## src/hdl/pirq_regs.svh

```systemverilog
// register offsets, field positions, reset values and masks of the interrupt enable bank
`ifndef PIRQ_REGS_SVH
`define PIRQ_REGS_SVH

// ****************************************************************
// register byte offsets (low address byte, bits 1:0 ignored)
// ****************************************************************
`define PIRQ_OFF_ENABLE      8'h00
`define PIRQ_OFF_FLAGS       8'h04
`define PIRQ_OFF_CTRL        8'h08
`define PIRQ_OFF_STATUS      8'h0c

// ****************************************************************
// enable and flag register field positions (same layout)
// ****************************************************************
`define PIRQ_BIT_CAPTURE4    5
`define PIRQ_BIT_CAPTURE3    4
`define PIRQ_BIT_TIMER6      3
`define PIRQ_BIT_TIMER4      1
`define PIRQ_IMPL_MASK       8'h3a

// ****************************************************************
// control and status register field positions
// ****************************************************************
`define PIRQ_CTRL_BIT_MASTER 0
`define PIRQ_CTRL_BIT_GLOBAL 1
`define PIRQ_STAT_BIT_IRQ    8

// ****************************************************************
// reset values
// ****************************************************************
`define PIRQ_ENABLE_RESET    8'h00
`define PIRQ_FLAGS_RESET     8'h00
`define PIRQ_CTRL_RESET      1'b0
`define PIRQ_RDATA_RESET     32'h0000_0000

// ****************************************************************
// bus response codes
// ****************************************************************
`define PIRQ_RESP_OKAY       2'b00
`define PIRQ_RESP_SLVERR     2'b10

`endif

```

## src/hdl/pirq_pkg.sv

```systemverilog
// types shared by the interrupt enable bank modules
package pirq_pkg;

  // ****************************************************************
  // write channel state, gray coded along both entry paths
  // ****************************************************************
  typedef enum logic [1:0] {
    WR_IDLE = 2'h0,
    WR_ADDR = 2'h1,
    WR_RESP = 2'h3,
    WR_DATA = 2'h2
  } pirq_wr_state_type;

  // decoded register select
  typedef enum logic [2:0] {
    SEL_ENABLE = 3'h0,
    SEL_FLAGS  = 3'h1,
    SEL_CTRL   = 3'h2,
    SEL_STATUS = 3'h3,
    SEL_NONE   = 3'h4
  } pirq_sel_type;

  // ****************************************************************
  // state of the top module
  // ****************************************************************
  typedef struct packed {
    pirq_wr_state_type wr_state;
    pirq_sel_type      aw_sel;
    logic [7:0]        w_data;
    logic              w_strb0;
    logic [1:0]        bresp;
    logic              rvalid;
    logic [31:0]       rdata;
    logic [1:0]        rresp;
    logic [7:0]        enable;
    logic              master_en;
    logic              global_en;
    logic              irq;
  } pirq_state_type;

  // state of the flag bank
  typedef struct packed {
    logic [7:0] flags;
  } pirq_flag_state_type;

endpackage

```

## src/hdl/pirq_flag_bank.sv

```systemverilog
// sticky source flags: set by events, cleared by writing ones
`timescale 1ns/100ps
`include "pirq_regs.svh"

module pirq_flag_bank
  import pirq_pkg::*;
#(
  parameter logic [7:0] IMPL_MASK = `PIRQ_IMPL_MASK
) (
  // clock and reset
  input  wire logic       aclk,
  input  wire logic       aresetn,
  input  wire logic       aclken,
  // set and clear vectors
  input  wire logic [7:0] set_vec,
  input  wire logic [7:0] clear_vec,
  // flag state
  output logic      [7:0] flags
);

  pirq_flag_state_type st_reg;
  pirq_flag_state_type st_next;

  // ****************************************************************
  // next flag value
  // ****************************************************************

  // set regardless enables
  // a set in the clear cycle wins so no event is lost
  always_comb begin
    st_next       = st_reg;
    st_next.flags = ((st_reg.flags & ~clear_vec) | set_vec) & IMPL_MASK;
  end

  // register, frozen while the clock enable is low
  always_ff @(posedge aclk) begin
    if (!aresetn) begin
      st_reg.flags <= `PIRQ_FLAGS_RESET;
    end else if (aclken) begin
      st_reg <= st_next;
    end
  end

  assign flags = st_reg.flags;
endmodule

```

## src/hdl/pirq_enable_bank3.sv

```systemverilog
// third peripheral interrupt enable bank with axi4-lite register access
// Summary of operation
// - bit 5 gates capture unit 4 interrupt
// - bit 4 gates capture unit 3 interrupt
// - bit 3 gates timer 6 match interrupt
// - bit 1 gates timer 4 match interrupt
// - bits 7,6,2,0 ignore writes, read zero
// - enable bits read/write, clear on reset
// - no request without peripheral master enable
// - flags set whatever enables say
`timescale 1ns/100ps
`include "pirq_regs.svh"

module pirq_enable_bank3
  import pirq_pkg::*;
#(
  parameter int ADDR_W = 8
) (
  // clock, reset and clock enable
  input  wire logic              aclk,
  input  wire logic              aresetn,
  input  wire logic              aclken,
  // axi4-lite write address
  input  wire logic [ADDR_W-1:0] awaddr,
  input  wire logic              awvalid,
  output logic                   awready,
  // axi4-lite write data
  input  wire logic [31:0]       wdata,
  input  wire logic [3:0]        wstrb,
  input  wire logic              wvalid,
  output logic                   wready,
  // axi4-lite write response
  output logic [1:0]             bresp,
  output logic                   bvalid,
  input  wire logic              bready,
  // axi4-lite read address
  input  wire logic [ADDR_W-1:0] araddr,
  input  wire logic              arvalid,
  output logic                   arready,
  // axi4-lite read data
  output logic [31:0]            rdata,
  output logic [1:0]             rresp,
  output logic                   rvalid,
  input  wire logic              rready,
  // peripheral event pulses
  input  wire logic              capture_unit4_event,
  input  wire logic              capture_unit3_event,
  input  wire logic              timer6_match_event,
  input  wire logic              timer4_match_event,
  // request to the core
  output logic                   irq
);

  // ****************************************************************
  // declarations
  // ****************************************************************
  pirq_state_type st_reg;
  pirq_state_type st_next;

  logic [7:0]     flags;        // sticky source flags
  logic [7:0]     event_vec;    // events placed at their bit positions
  logic [7:0]     flag_clear;   // write-one-to-clear vector
  logic           aw_take;      // write address handshake
  logic           w_take;       // write data handshake
  logic           ar_take;      // read address handshake
  logic           wr_commit;    // address and data both present
  pirq_sel_type   cur_sel;      // select of the write being committed
  logic [7:0]     cur_data;     // data of the write being committed
  logic           cur_strb0;    // low byte lane of that write
  logic           req_now;      // gated request from current state

  // ****************************************************************
  // functions
  // ****************************************************************

  // map a byte address to a register select
  function automatic pirq_sel_type decode_addr(input logic [ADDR_W-1:0] addr);
    logic [7:0] offs;
    offs = {addr[7:2], 2'b00};
    if ((addr >> 8) != '0) begin
      decode_addr = SEL_NONE;
    end else if (offs == `PIRQ_OFF_ENABLE) begin
      decode_addr = SEL_ENABLE;
    end else if (offs == `PIRQ_OFF_FLAGS) begin
      decode_addr = SEL_FLAGS;
    end else if (offs == `PIRQ_OFF_CTRL) begin
      decode_addr = SEL_CTRL;
    end else if (offs == `PIRQ_OFF_STATUS) begin
      decode_addr = SEL_STATUS;
    end else begin
      decode_addr = SEL_NONE;
    end
  endfunction

  // gated request: any flag with enable, both masters on
  function automatic logic gated_req(input logic [7:0] flg,
                                     input logic [7:0] ena,
                                     input logic       master,
                                     input logic       global_on);
    gated_req = (|(flg & ena & `PIRQ_IMPL_MASK)) && master && global_on;
  endfunction

  // ****************************************************************
  // source flags
  // ****************************************************************

  // events go to the same positions as their enable bits
  always_comb begin
    event_vec                     = 8'h00;
    event_vec[`PIRQ_BIT_CAPTURE4] = capture_unit4_event;
    event_vec[`PIRQ_BIT_CAPTURE3] = capture_unit3_event;
    event_vec[`PIRQ_BIT_TIMER6]   = timer6_match_event;
    event_vec[`PIRQ_BIT_TIMER4]   = timer4_match_event;
  end

  pirq_flag_bank #(
    .IMPL_MASK (`PIRQ_IMPL_MASK)
  ) u_flags (
    .aclk      (aclk),
    .aresetn   (aresetn),
    .aclken    (aclken),
    .set_vec   (event_vec),
    .clear_vec (flag_clear),
    .flags     (flags)
  );

  // ****************************************************************
  // bus handshakes
  // ****************************************************************

  // readies only while state may advance
  assign awready = aclken && ((st_reg.wr_state == WR_IDLE) || (st_reg.wr_state == WR_DATA));
  assign wready  = aclken && ((st_reg.wr_state == WR_IDLE) || (st_reg.wr_state == WR_ADDR));
  assign arready = aclken && !st_reg.rvalid;
  assign bvalid  = aclken && (st_reg.wr_state == WR_RESP);
  assign rvalid  = aclken && st_reg.rvalid;

  assign aw_take = awvalid && awready;
  assign w_take  = wvalid && wready;
  assign ar_take = arvalid && arready;

  // the write commits once both halves are held or arriving
  assign wr_commit = ((st_reg.wr_state == WR_IDLE) && aw_take && w_take) ||
                     ((st_reg.wr_state == WR_ADDR) && w_take) ||
                     ((st_reg.wr_state == WR_DATA) && aw_take);
  assign cur_sel   = aw_take ? decode_addr(awaddr) : st_reg.aw_sel;
  assign cur_data  = w_take ? wdata[7:0] : st_reg.w_data;
  assign cur_strb0 = w_take ? wstrb[0] : st_reg.w_strb0;
  assign req_now   = gated_req(flags, st_reg.enable, st_reg.master_en, st_reg.global_en);

  // ****************************************************************
  // next state
  // ****************************************************************
  always_comb begin
    st_next    = st_reg;
    flag_clear = 8'h00;

    // write channel sequencing
    unique case (st_reg.wr_state)
      WR_IDLE: begin
        if (aw_take && w_take) begin
          st_next.wr_state = WR_RESP;
        end else if (aw_take) begin
          st_next.wr_state = WR_ADDR;
        end else if (w_take) begin
          st_next.wr_state = WR_DATA;
        end
      end
      WR_ADDR: begin
        if (w_take) begin
          st_next.wr_state = WR_RESP;
        end
      end
      WR_DATA: begin
        if (aw_take) begin
          st_next.wr_state = WR_RESP;
        end
      end
      WR_RESP: begin
        if (bready) begin
          st_next.wr_state = WR_IDLE;
        end
      end
    endcase

    // hold whichever half arrived first
    if (aw_take) begin
      st_next.aw_sel = decode_addr(awaddr);
    end
    if (w_take) begin
      st_next.w_data  = wdata[7:0];
      st_next.w_strb0 = wstrb[0];
    end

    // register effects of a committed write, low byte lane only
    if (wr_commit) begin
      st_next.bresp = (cur_sel == SEL_NONE) ? `PIRQ_RESP_SLVERR : `PIRQ_RESP_OKAY;
      if (cur_strb0) begin
        unique case (cur_sel)
          SEL_ENABLE: st_next.enable = cur_data & `PIRQ_IMPL_MASK;
          SEL_FLAGS: flag_clear = cur_data & `PIRQ_IMPL_MASK;
          SEL_CTRL: begin
            st_next.master_en = cur_data[`PIRQ_CTRL_BIT_MASTER];
            st_next.global_en = cur_data[`PIRQ_CTRL_BIT_GLOBAL];
          end
          SEL_STATUS: st_next.enable = st_reg.enable;   // read-only
          SEL_NONE: st_next.enable = st_reg.enable;     // refused
        endcase
      end
    end

    // read channel: one outstanding read, data held until taken
    if (st_reg.rvalid && rready) begin
      st_next.rvalid = 1'b0;
    end
    if (ar_take) begin
      st_next.rvalid = 1'b1;
      st_next.rresp  = `PIRQ_RESP_OKAY;
      st_next.rdata  = `PIRQ_RDATA_RESET;
      unique case (decode_addr(araddr))
        SEL_ENABLE: st_next.rdata[7:0] = st_reg.enable & `PIRQ_IMPL_MASK;
        SEL_FLAGS: st_next.rdata[7:0] = flags;
        SEL_CTRL: begin
          st_next.rdata[`PIRQ_CTRL_BIT_MASTER] = st_reg.master_en;
          st_next.rdata[`PIRQ_CTRL_BIT_GLOBAL] = st_reg.global_en;
        end
        SEL_STATUS: begin
          st_next.rdata[7:0]               = flags & st_reg.enable;
          st_next.rdata[`PIRQ_STAT_BIT_IRQ] = st_reg.irq;
        end
        SEL_NONE: st_next.rresp = `PIRQ_RESP_SLVERR;
      endcase
    end

    st_next.irq = req_now;
  end

  // ****************************************************************
  // state register
  // ****************************************************************

  always_ff @(posedge aclk) begin
    if (!aresetn) begin
      st_reg.wr_state  <= WR_IDLE;
      st_reg.aw_sel    <= SEL_NONE;
      st_reg.w_data    <= 8'h00;
      st_reg.w_strb0   <= 1'b0;
      st_reg.bresp     <= `PIRQ_RESP_OKAY;
      st_reg.rvalid    <= 1'b0;
      st_reg.rdata     <= `PIRQ_RDATA_RESET;
      st_reg.rresp     <= `PIRQ_RESP_OKAY;
      st_reg.enable    <= `PIRQ_ENABLE_RESET;
      st_reg.master_en <= `PIRQ_CTRL_RESET;
      st_reg.global_en <= `PIRQ_CTRL_RESET;
      st_reg.irq       <= 1'b0;
    end else if (aclken) begin
      st_reg <= st_next;
    end
  end

  // outputs from flip-flops
  assign bresp = st_reg.bresp;
  assign rdata = st_reg.rdata;
  assign rresp = st_reg.rresp;
  assign irq   = st_reg.irq;
endmodule

```

## config.mk

```make
export PLATFORM = sky130hd
export DESIGN_NAME = pirq_enable_bank3
export DESIGN_NICKNAME = d
export VERILOG_FILES = /design/src/hdl/pirq_pkg.sv /design/src/hdl/pirq_flag_bank.sv /design/src/hdl/pirq_enable_bank3.sv
export VERILOG_INCLUDE_DIRS = /design/src /design/src/hdl
export SDC_FILE = /design/constraint.sdc
export NUM_CORES = 1
export LEC_CHECK = 0
export ABC_AREA = 0
export BUFFER_PORTS_ARGS = -buffer_cell sky130_fd_sc_hd__buf_2
export CAP_MARGIN = 0
export CORE_MARGIN = 5
export CORE_UTILIZATION = 44
export CTS_CLUSTER_SIZE = 10
export DETAILED_ROUTE_END_ITERATION = 8
export PLACE_DENSITY_LB_ADDON = 0.3
export SETUP_SLACK_MARGIN = 0.15
export SYNTH_ARGS = -nofsm -noshare
export SYNTH_HDL_FRONTEND = slang
export SYNTH_SLANG_ARGS = --single-unit
export TNS_END_PERCENT = 10
```

## constraint.sdc

```tcl
create_clock -name aclk -period 2.3 [get_ports aclk]
set_input_delay 0.46 -clock aclk [delete_from_list [all_inputs] [get_ports aclk]]
set_output_delay 0.46 -clock aclk [all_outputs]
set_load 0.02 [all_outputs]
```

==> results.yml, run 1 <==
outcome:
  outcome: "completed"
logic_synthesis:
  synth_area_sq_um: 1841
  synthArstFlopShare_pct: 0
  yosys-top-cells-area: "dfxtp_1 34%, buf_4 15%, nand2_1 4.5%"
  ys_types: 42
  synth_area_per_cell_sq_um: 8.601
  synth_most_common_cell: "buf_4"
  synth_top_area_share_pct: 33.72
  synth_edf_count: 0
  synth_common_cells: "36 x buf_4, 31 x dfxtp_1, 22 x nand2_1"
  synth_ff_type: "dfxtp_1"
  seq_area_frac_synth_pct: 33.72
  synthCells: 214
  yosysWarnings: 0
  synth_top_area_cell: "dfxtp_1"
  synth-seq-cells: 31
placed_design:
  dp_hpwl_mm: 3.049
  io_buffers: 43
  place_congestion: 0.7436
setup_path:
  start_kind: "register"
  worstPathMaxFanout: 6
  critPathTopFamily: "compound AO/OA/AOI/OAI gates"
  path_cells: "inv_1 > ha_1 > o211ai_4 > mux2_2 > and2_1 > and3_1 > a31o_1"
  cp.arrival_ns: 2.26
  path_class: "reg -> reg"
  r2r_setup_slack_ns: 0.22
  required_ns: 2.48
  rr_endpoint: "st_reg[6]"
  ff2ff_path_depth: 7
  r2r-start: "st_reg[61]"
  critPathBufInv: 1
  cp-end-kind: "register"
  crit_path_top_delay_cell: "mux2_2"
  slowest_delay_ns: 0.39
power:
  p_per_area_nw_per_um2: 746.7
  vdd.ir_drop.worst_v: 0.0002931
  power.leakage_nw: 0.9991
  p_seq_share_pct: 36.9
  swShare_pct: 30.53
  switching_power_uw: 489.4
  p_clk_share_pct: 34.6
  pwr-share-comb_pct: 28.5
  intPower_mw: 1.114
hold_path:
  whs_path_depth: 2
  hold_path_class: "in -> reg"
  min_to: "u_flags.flags[1]"
  hold_start: "timer4_match_event"
floorplanning:
  die_h_microns: 74.68
  start_util_pct: 45.68
  ioPinCount: 106
  core_sq_um: 4029
  dieArea_sq_um: 5576
  fp.dieW_microns: 74.68
  rows: 23
global_route:
  antenna_found_initial: 0
  grt_usage_pct: 14.99
  grt_pass1_vias: 1486
  grt_max_degree: 25
  grt_pass1_wl_mm: 6.382
  gr-total-overflow: 0
clock_tree:
  clockBufferDepth: 2
  cts_hold_buf: 0
  clock_latency_ns: 0.28
  cts_tree: "done"
  cts_buffers: 5
  htree_num_levels: 2
  cts_sinks: 31
  clk_pin_slew_ns: 0.07
  cts_root_buf: "clkbuf_8"
finish:
  layout.nets: 329
  antennaDiodeCount: 0
  fill_cells: 400
  largest_register_ff_count: 18
  drive_above_1_share_pct: 29.12
  final_util_pct: 53.29
  areaGrowthSynthToFinish_pct: 16.66
sta:
  drv_slew: 0
  final.setup.tns_ns: 0
  rsz0062_at_grt: "yes"
  fin_skew_ns: 0.005113
  max_freq_mhz: 480.9
  post-route-period-util_pct: 90.42
  period_needed_ns: 2.080
  finalHoldViolCount: 0
  setup_viol: 0
detailed_routing:
  ant_nets: 0
  vias: 1513
  viasPerCell: 4.865
  wl_per_cell_microns: 12.46
  drc: 0
  drtIter0Drc: 114
  drtPass1Iterations: 4
  drt-total-wl_mm: 3.876
flow_run:
  drv_cap: 0
[layout by cell type (no fill, tap or decap), types with 2 or more instances in the layout]
cell type  count
buf_2         43
dfxtp_1       31
conb_1        28
nand2_1       22
nor2_1        17
buf_4         11
o21ai_0        9
and2_1         8
inv_1          7
a31o_1         7
a22oi_1        6
clkbuf_8       6
nor2b_1        5
a21oi_1        5
and3_1         4
a22o_1         4
mux2_2         4
a31oi_1        4
ha_1           4
o31ai_1        3
mux2i_1        3
nand3b_1       2
nand3_1        2
a32oi_1        2
a211oi_1       2
[worst register-to-register path, cell delays in order, from the launching register on]
cell      delay [ns]
dfxtp_1         0.38
inv_1           0.10
ha_1            0.26
o211ai_4        0.32
mux2_2          0.39
and2_1          0.18
and3_1          0.18
a31o_1          0.17
[what timing repair did]
action                                  4_1_cts  5_1_grt
pin swaps                                     1        1
resized for setup                             1        1
setup buffers                                 2        0
endpoints found under the setup margin        4       10
[logic make-up (layout without fill, tap and decap cells)]
logic type | Yosys count | after routing | share of synthesized area, %
other | 1 | 28 | 0.2037
muxes | 9 | 9 | 5.846
buffers and inverters | 50 | 70 | 17.68
AOI/OAI and AO/OA | 50 | 50 | 20.39
DFF | 31 | 31 | 33.72
adders and majority gates | 5 | 5 | 3.399
and+or+nand+nor | 68 | 68 | 18.76
[worst max path at each step]
stage / start / end / cells after the start
after global placement: st_reg[60] / st_reg[8] / 8
after CTS: st_reg[60] / st_reg[61] / 8
after global routing: st_reg[61] / st_reg[7] / 7
after detailed placement: st_reg[61] / st_reg[7] / 8
final: st_reg[61] / st_reg[6] / 7
after floorplan: st_reg[60] / st_reg[6] / 8
[cell type report]
| class | instances | area, sq um | area share [%] |
|---|---|---|---|
| Multi-Input combinational cell | 160 | 1002 | 46.68 |
| Inverter | 7 | 26.28 | 1.224 |
| Timing Repair Buffer | 55 | 317.8 | 14.80 |
| Clock buffer | 6 | 82.58 | 3.846 |
| Sequential cell | 31 | 620.6 | 28.90 |
| Clock inverter | 2 | 35.03 | 1.632 |
| Tap cell | 50 | 62.56 | 2.914 |
[per-stage QoR]
stage	hold slack [ns]	instance area (sq um)	instances	power (mW)	setup slack (ns)
after global placement	0.4361	2008	301	1.038	0.1377
final	0.4040	2147	311	1.603	0.2204
after global routing	0.3932	2147	311	1.701	0.1080
after floorplan	0.4323	1942	241	0.9582	0.2757
after CTS	0.3931	2145	311	1.622	0.1717
after detailed placement	0.4425	2008	301	1.046	0.1336
[power groups by stage]
stage	registers, mW	clock network, mW	logic [mW]
2_1_floorplan	0.597	0	0.361
3_3_place_gp	0.601	0	0.437
3_5_place_dp	0.603	0	0.443
4_1_cts	0.591	0.576	0.455
5_1_grt	0.597	0.591	0.513
6_report	0.591	0.554	0.457
[metal layers]
| layer | vias to the layer above | wire length [microns] | GRT usage [%] |
|---|---|---|---|
| li1 | 781 | - | - |
| met1 | 682 | 1707 | 17.71 |
| met2 | 45 | 1797 | 25.56 |
| met3 | 5 | 326 | 5.207 |
| met4 | 0 | 44 | 4.743 |
| met5 | - | 0 | 0 |
Power figures use the tool's default switching activity.
==> inputs of run 2 (changes only) <==
--- a/config.mk
+++ b/config.mk
@@ -9,13 +9,16 @@
 export ABC_AREA = 0
 export BUFFER_PORTS_ARGS = -buffer_cell sky130_fd_sc_hd__buf_2
 export CAP_MARGIN = 0
+export CELL_PAD_IN_SITES_DETAIL_PLACEMENT = 2
+export CELL_PAD_IN_SITES_GLOBAL_PLACEMENT = 2
 export CORE_MARGIN = 5
-export CORE_UTILIZATION = 44
+export CORE_UTILIZATION = 24
 export CTS_CLUSTER_SIZE = 10
 export DETAILED_ROUTE_END_ITERATION = 8
 export PLACE_DENSITY_LB_ADDON = 0.3
 export SETUP_SLACK_MARGIN = 0.15
 export SYNTH_ARGS = -nofsm -noshare
 export SYNTH_HDL_FRONTEND = slang
+export SYNTH_HIERARCHICAL = 1
 export SYNTH_SLANG_ARGS = --single-unit
 export TNS_END_PERCENT = 10
==> results.yml, run 2 <==
outcome:
  outcome: "completed"
sta:
  maxSlewHeadroom_pct: 61.47
  period_needed_ns: 2.096
  rsz0062_at_grt: "yes"
  finalHoldViolCount: 0
  max_freq_mhz: 477.0
  drv_slew: 0
  fin_skew_ns: 0.004885
  setup_ws_ns: 0.2036
  setup_viol: 0
  final.setup.tns_ns: 0
  post-route-period-util_pct: 91.15
  tightest_slew_ns: 0.5779
setup_path:
  crit_path_top_delay_cell: "or4b_4"
  critPathTopFamily: "simple AND/OR/NAND/NOR gates"
  r2r_setup_slack_ns: 0.20
  path_cells: "inv_2 > ha_2 > o21a_4 > nand2_8 > mux2i_2 > or4b_4 > nor2_2 > nand2_1 > a31o_1"
  cp.arrival_ns: 2.28
  worstPathMaxFanout: 4
  required_ns: 2.49
  path_class: "reg -> reg"
  slowest_delay_ns: 0.59
  start_kind: "register"
  cp-end-kind: "register"
  critPathBufInv: 1
global_route:
  grt_max_degree: 39
  antenna_found_initial: 0
  gr-total-overflow: 0
  grt_pass1_vias: 1849
  grt_usage_pct: 10.47
  grt_pass1_wl_mm: 8.590
clock_tree:
  cts_buffers: 5
  clock_latency_ns: 0.29
  clk_pin_slew_ns: 0.07
  htree_num_levels: 2
  cts_root_buf: "clkbuf_8"
  clockBufferDepth: 2
  cts_hold_buf: 0
  cts_sinks: 34
  cts_tree: "done"
finish:
  layout_commonest_cell: "buf_2"
  antennaDiodeCount: 0
  layout.nets: 356
  mostFrequentLayoutCells: "46 x buf_2, 32 x dfxtp_1, 29 x conb_1"
  drive_above_1_share_pct: 31.60
  fill_cells: 984
  final_util_pct: 29.89
  post-route-cell-area_sq_um: 2456
  largest_register_ff_count: 18
  areaGrowthSynthToFinish_pct: 20.80
floorplanning:
  core_sq_um: 8217
  start_util_pct: 24.74
  ioPinCount: 106
  dieArea_sq_um: 10410
  fp.dieW_microns: 102.0
  die_h_microns: 102.0
  rows: 33
logic_synthesis:
  yosysWarnings: 6
  synth_edf_count: 0
  synthArstFlopShare_pct: 0
  ys_types: 42
  yosys-top-cells-area: "dfxtp_1 33%, buf_4 15%, nand2_1 5.2%"
  synth_area_per_cell_sq_um: 8.543
  synth_area_sq_um: 2033
  synth_top_area_share_pct: 33.48
  synthCells: 238
  synth_ff_type: "dfxtp_1"
  synth_common_cells: "40 x buf_4, 34 x dfxtp_1, 28 x nand2_1"
  synth_most_common_cell: "buf_4"
  synth_top_area_cell: "dfxtp_1"
  synth-seq-cells: 34
  seq_area_frac_synth_pct: 33.48
detailed_routing:
  drc: 0
  drtIter0Drc: 32
  vias: 1681
  ant_nets: 0
  drtPass1Iterations: 3
  drt-total-wl_mm: 5.263
  wl_per_cell_microns: 13.39
  viasPerCell: 4.277
placed_design:
  dp_hpwl_mm: 4.223
  place_area_sq_um: 2303
  place_congestion: 0.7453
  io_buffers: 46
  post-place-ws_ns: -0.01888
power:
  p_seq_share_pct: 43.4
  p_clk_share_pct: 32.6
  intPower_mw: 1.001
  power.leakage_nw: 1.110
  switching_power_uw: 454.7
  pwr-share-comb_pct: 24.0
  finalPower_mw: 1.455
  swShare_pct: 31.25
  p_per_area_nw_per_um2: 592.5
  vdd.ir_drop.worst_v: 0.0001901
hold_path:
  hold_path_class: "reg -> reg"
flow_run:
  drv_cap: 0
[run 2: cell types whose count changed after synthesis, sizes merged, moves of 3 or more]
| cell | delta |
|---|---|
| a21boi | +5 |
| a22o | -3 |
| a31o | -3 |
| a31oi | -3 |
| and2 | +6 |
| dfxtp | +3 |
| mux2i | +5 |
| nand2 | +6 |
| nand3 | +4 |
| nor2 | -10 |
| nor2b | +8 |
| o211a | +3 |
| o21a | +3 |
| o31ai | -3 |
[run 2: final timing paths]
kind                   start               end  cells past startpoint
hold reg to reg     rdata[6]          rdata[6]                      2
setup reg to reg  st_reg[61]  u_flags/flags[5]                      9
setup / recovery  st_reg[61]  u_flags/flags[5]                      9
hold / removal      rdata[6]          rdata[6]                      2
[run 2: area by class of cell]
class	count	area, sq um	area share, %
clock buffers	6	82.58	3.362
clock inverters	2	12.51	0.5094
inverters	7	26.28	1.070
multi-input cells	178	1175	47.83
flip-flops and latches	34	685.7	27.92
well taps	105	131.4	5.349
repair buffers	61	342.8	13.96
[run 2: cells by family after synthesis]
group	after synthesis	synth area share, %
buffers and inverters	53	17.17
multiplexers	14	7.323
AND/OR/NAND/NOR	86	23.57
adder cells (fa/ha/maj)	5	3.077
other	2	0.3694
AO/OA/AOI/OAI	44	15.02
flip-flops	34	33.48
[run 2: repair_timing]
| action | CTS | global route |
|---|---|---|
| pin swaps | 2 | 4 |
| setup endpoints to repair | 6 | 4 |
| resized for setup | 7 | 7 |
| buffers inserted | 0 | 1 |
[run 2: per-layer routing]
layer / global-route usage (%) / vias to the layer above / routed length (microns)
met5: 0 / - / 0
met3: 3.276 / 6 / 356
li1: - / 836 / -
met2: 17.94 / 48 / 2503
met4: 3.935 / 0 / 74
met1: 12.22 / 791 / 2328
[run 2: power by group through the flow]
stage | combinational (mW) | sequential (mW) | clock [mW]
floorplan | 0.267 | 0.638 | 0
finish | 0.349 | 0.632 | 0.475
global route | 0.384 | 0.636 | 0.515
detailed placement | 0.337 | 0.642 | 0
CTS | 0.343 | 0.630 | 0.500
global placement | 0.330 | 0.641 | 0
[run 2: through the flow]
step | hold WS, ns | std cells
floorplan | 0.4312 | 265
global placement | 0.4382 | 384
detailed placement | 0.4512 | 384
CTS | 0.4616 | 392
global route | 0.4896 | 393
finish | 0.4532 | 393
[run 2: worst min-delay path, stage by stage, from the launching register on]
cell and delay (ns):
dfxtp_1 0.31, nand2_1 0.05, a21boi_1 0.05
==> inputs of run 3 (changes only) <==
--- a/config.mk
+++ b/config.mk
@@ -9,13 +9,11 @@
 export ABC_AREA = 0
 export BUFFER_PORTS_ARGS = -buffer_cell sky130_fd_sc_hd__buf_2
 export CAP_MARGIN = 0
-export CELL_PAD_IN_SITES_DETAIL_PLACEMENT = 2
-export CELL_PAD_IN_SITES_GLOBAL_PLACEMENT = 2
 export CORE_MARGIN = 5
-export CORE_UTILIZATION = 24
+export CORE_UTILIZATION = 45
 export CTS_CLUSTER_SIZE = 10
 export DETAILED_ROUTE_END_ITERATION = 8
-export PLACE_DENSITY_LB_ADDON = 0.3
+export PLACE_DENSITY = 0.8
 export SETUP_SLACK_MARGIN = 0.15
 export SYNTH_ARGS = -nofsm -noshare
 export SYNTH_HDL_FRONTEND = slang
==> results.yml, run 3 (synthesis gave the netlist of run 2 again) <==
outcome:
  outcome: "completed"
power:
  switching_power_uw: 409.2
  finalPower_mw: 1.379
  power.leakage_nw: 1.091
  p_seq_share_pct: 45.9
  p_per_area_nw_per_um2: 585.8
  intPower_uw: 969.5
  p_clk_share_pct: 29.1
  swShare_pct: 29.68
  pwr-share-comb_pct: 25.0
  vdd.ir_drop.worst_v: 0.0003490
setup_path:
  required_ns: 2.47
  r2r_setup_slack_ns: 0.18
  cp-end-kind: "register"
  rr_endpoint: "u_flags/flags[4]"
  crit_path_top_delay_cell: "or4b_4"
  cp.arrival_ns: 2.29
  setup.worst_path.start: "st_reg[60]"
  worstPathMaxFanout: 4
  ff2ff_path_depth: 9
  critPathTopFamily: "simple AND/OR/NAND/NOR gates"
  critPathBufInv: 1
  slowest_delay_ns: 0.58
  path_cells: "buf_4 > ha_2 > o21a_4 > nand2_8 > mux2i_2 > or4b_4 > nor2_1 > nand2_1 > a31o_1"
  path_class: "reg -> reg"
  start_kind: "register"
  r2r-start: "st_reg[60]"
sta:
  final.setup.tns_ns: 0
  max_freq_mhz: 472.3
  fin_skew_ns: 0.004122
  maxSlewHeadroom_pct: 65.21
  tightest_slew_ns: 0.5219
  finalHoldViolCount: 0
  setup_viol: 0
  rsz0062_at_grt: "yes"
  period_needed_ns: 2.117
  post-route-period-util_pct: 92.06
  hold_ws_ns: 0.4473
  drv_slew: 0
global_route:
  grt_max_degree: 39
  antenna_found_initial: 0
  grt_pass1_wl_mm: 6.368
  grt_pass1_vias: 1481
  grt_usage_pct: 12.91
  gr-total-overflow: 0
finish:
  antennaDiodeCount: 0
  drive_above_1_share_pct: 29.47
  layout_commonest_cell: "buf_2"
  mostFrequentLayoutCells: "46 x buf_2, 33 x dfxtp_1, 29 x conb_1"
  largest_register_ff_count: 18
  areaGrowthSynthToFinish_pct: 15.75
  layout.nets: 354
clock_tree:
  clk_pin_slew_ns: 0.06
  cts_sinks: 34
  cts_buffers: 5
  cts_root_buf: "clkbuf_8"
  cts_hold_buf: 0
  htree_num_levels: 2
  clock_latency_ns: 0.28
  clockBufferDepth: 2
  cts_tree: "done"
detailed_routing:
  drtPass1Iterations: 4
  drt-total-wl_mm: 4.094
  route.top_layer_used: "met4"
  viasPerCell: 4.804
  drt-met1-wl_mm: 1.650
  wl_per_cell_microns: 12.15
  wl_met2_mm: 2.059
  ant_nets: 0
  drc: 0
  vias: 1619
  drtIter0Drc: 57
  wl_met3_microns: 322
floorplanning:
  rows: 24
  die_h_microns: 77.22
  start_util_pct: 46.70
  fp.dieW_microns: 77.22
  core_sq_um: 4354
  dieArea_sq_um: 5962
  ioPinCount: 106
placed_design:
  place_congestion: 0.7833
  io_buffers: 46
  dp_hpwl_mm: 3.100
flow_run:
  drv_cap: 0
hold_path:
  hold_start: "rdata[2]"
  whs_path_depth: 2
  min_to: "rdata[2]"
  hold_path_class: "reg -> reg"
==> run 3: cell types whose count changed in the layout (fill, tap and decap cells not counted), sizes merged <==
cell / previous run / this run
buf: 61 / 59
clkbuf: 6 / 7
clkinvlp: 1 / 0
clkinv: 1 / 0
==> run 3: how the worst max path moves through the flow <==
stage | depth (start not counted) | to | slack, ns
after detailed placement | 9 | u_flags/flags[3] | 0.02
after CTS | 9 | u_flags/flags[4] | 0.16
after global placement | 9 | u_flags/flags[3] | 0.07
after floorplan | 9 | u_flags/flags[1] | 0.18
after global routing | 9 | u_flags/flags[4] | 0.12
final | 9 | u_flags/flags[4] | 0.18
==> run 3: tightest hold or removal path, stage by stage (launching register included) <==
cell and delay, ns:
dfxtp_1 0.31, nand2_1 0.05, a21boi_1 0.05
==> run 3: area by class of cell <==
| cell class | instances | area, sq um |
|---|---|---|
| clock buffers | 7 | 76.32 |
| fillers | 403 | 2001 |
| inverters | 7 | 28.78 |
| multi-input cells | 178 | 1167 |
| flip-flops and latches | 34 | 684.4 |
| well taps | 52 | 65.06 |
| repair buffers | 59 | 331.6 |
==> run 3: power by group through the flow <==
stage / Clock (mW) / Combinational (mW) / Sequential (mW)
after CTS: 0.420 / 0.328 / 0.631
final: 0.402 / 0.344 / 0.633
after floorplan: 0 / 0.267 / 0.638
after global routing: 0.437 / 0.377 / 0.636
after global placement: 0 / 0.307 / 0.640
after detailed placement: 0 / 0.317 / 0.641
==> run 3: repair_timing <==
action / in CTS / in global routing
resized for setup: 6 / 7
pin swaps: 1 / 6
endpoints found under the setup margin: 5 / 8
buffers inserted: 0 / 3
==> run 3: stage by stage <==
step,cells,area [sq um],setup slack [ns],util [%]
global placement,327,2207,0.06819,50.69
CTS,334,2307,0.1644,52.99
finish,337,2354,0.1825,54.05
global route,337,2354,0.1175,54.05
detailed placement,327,2207,0.02349,50.69
floorplan,265,2160,0.1751,-
==> run 3: metal layers <==
layer	global-route usage [%]	vias up
li1	-	829
met1	14.19	734
met2	22.31	49
met3	4.567	7
met4	5.326	0
met5	0	-
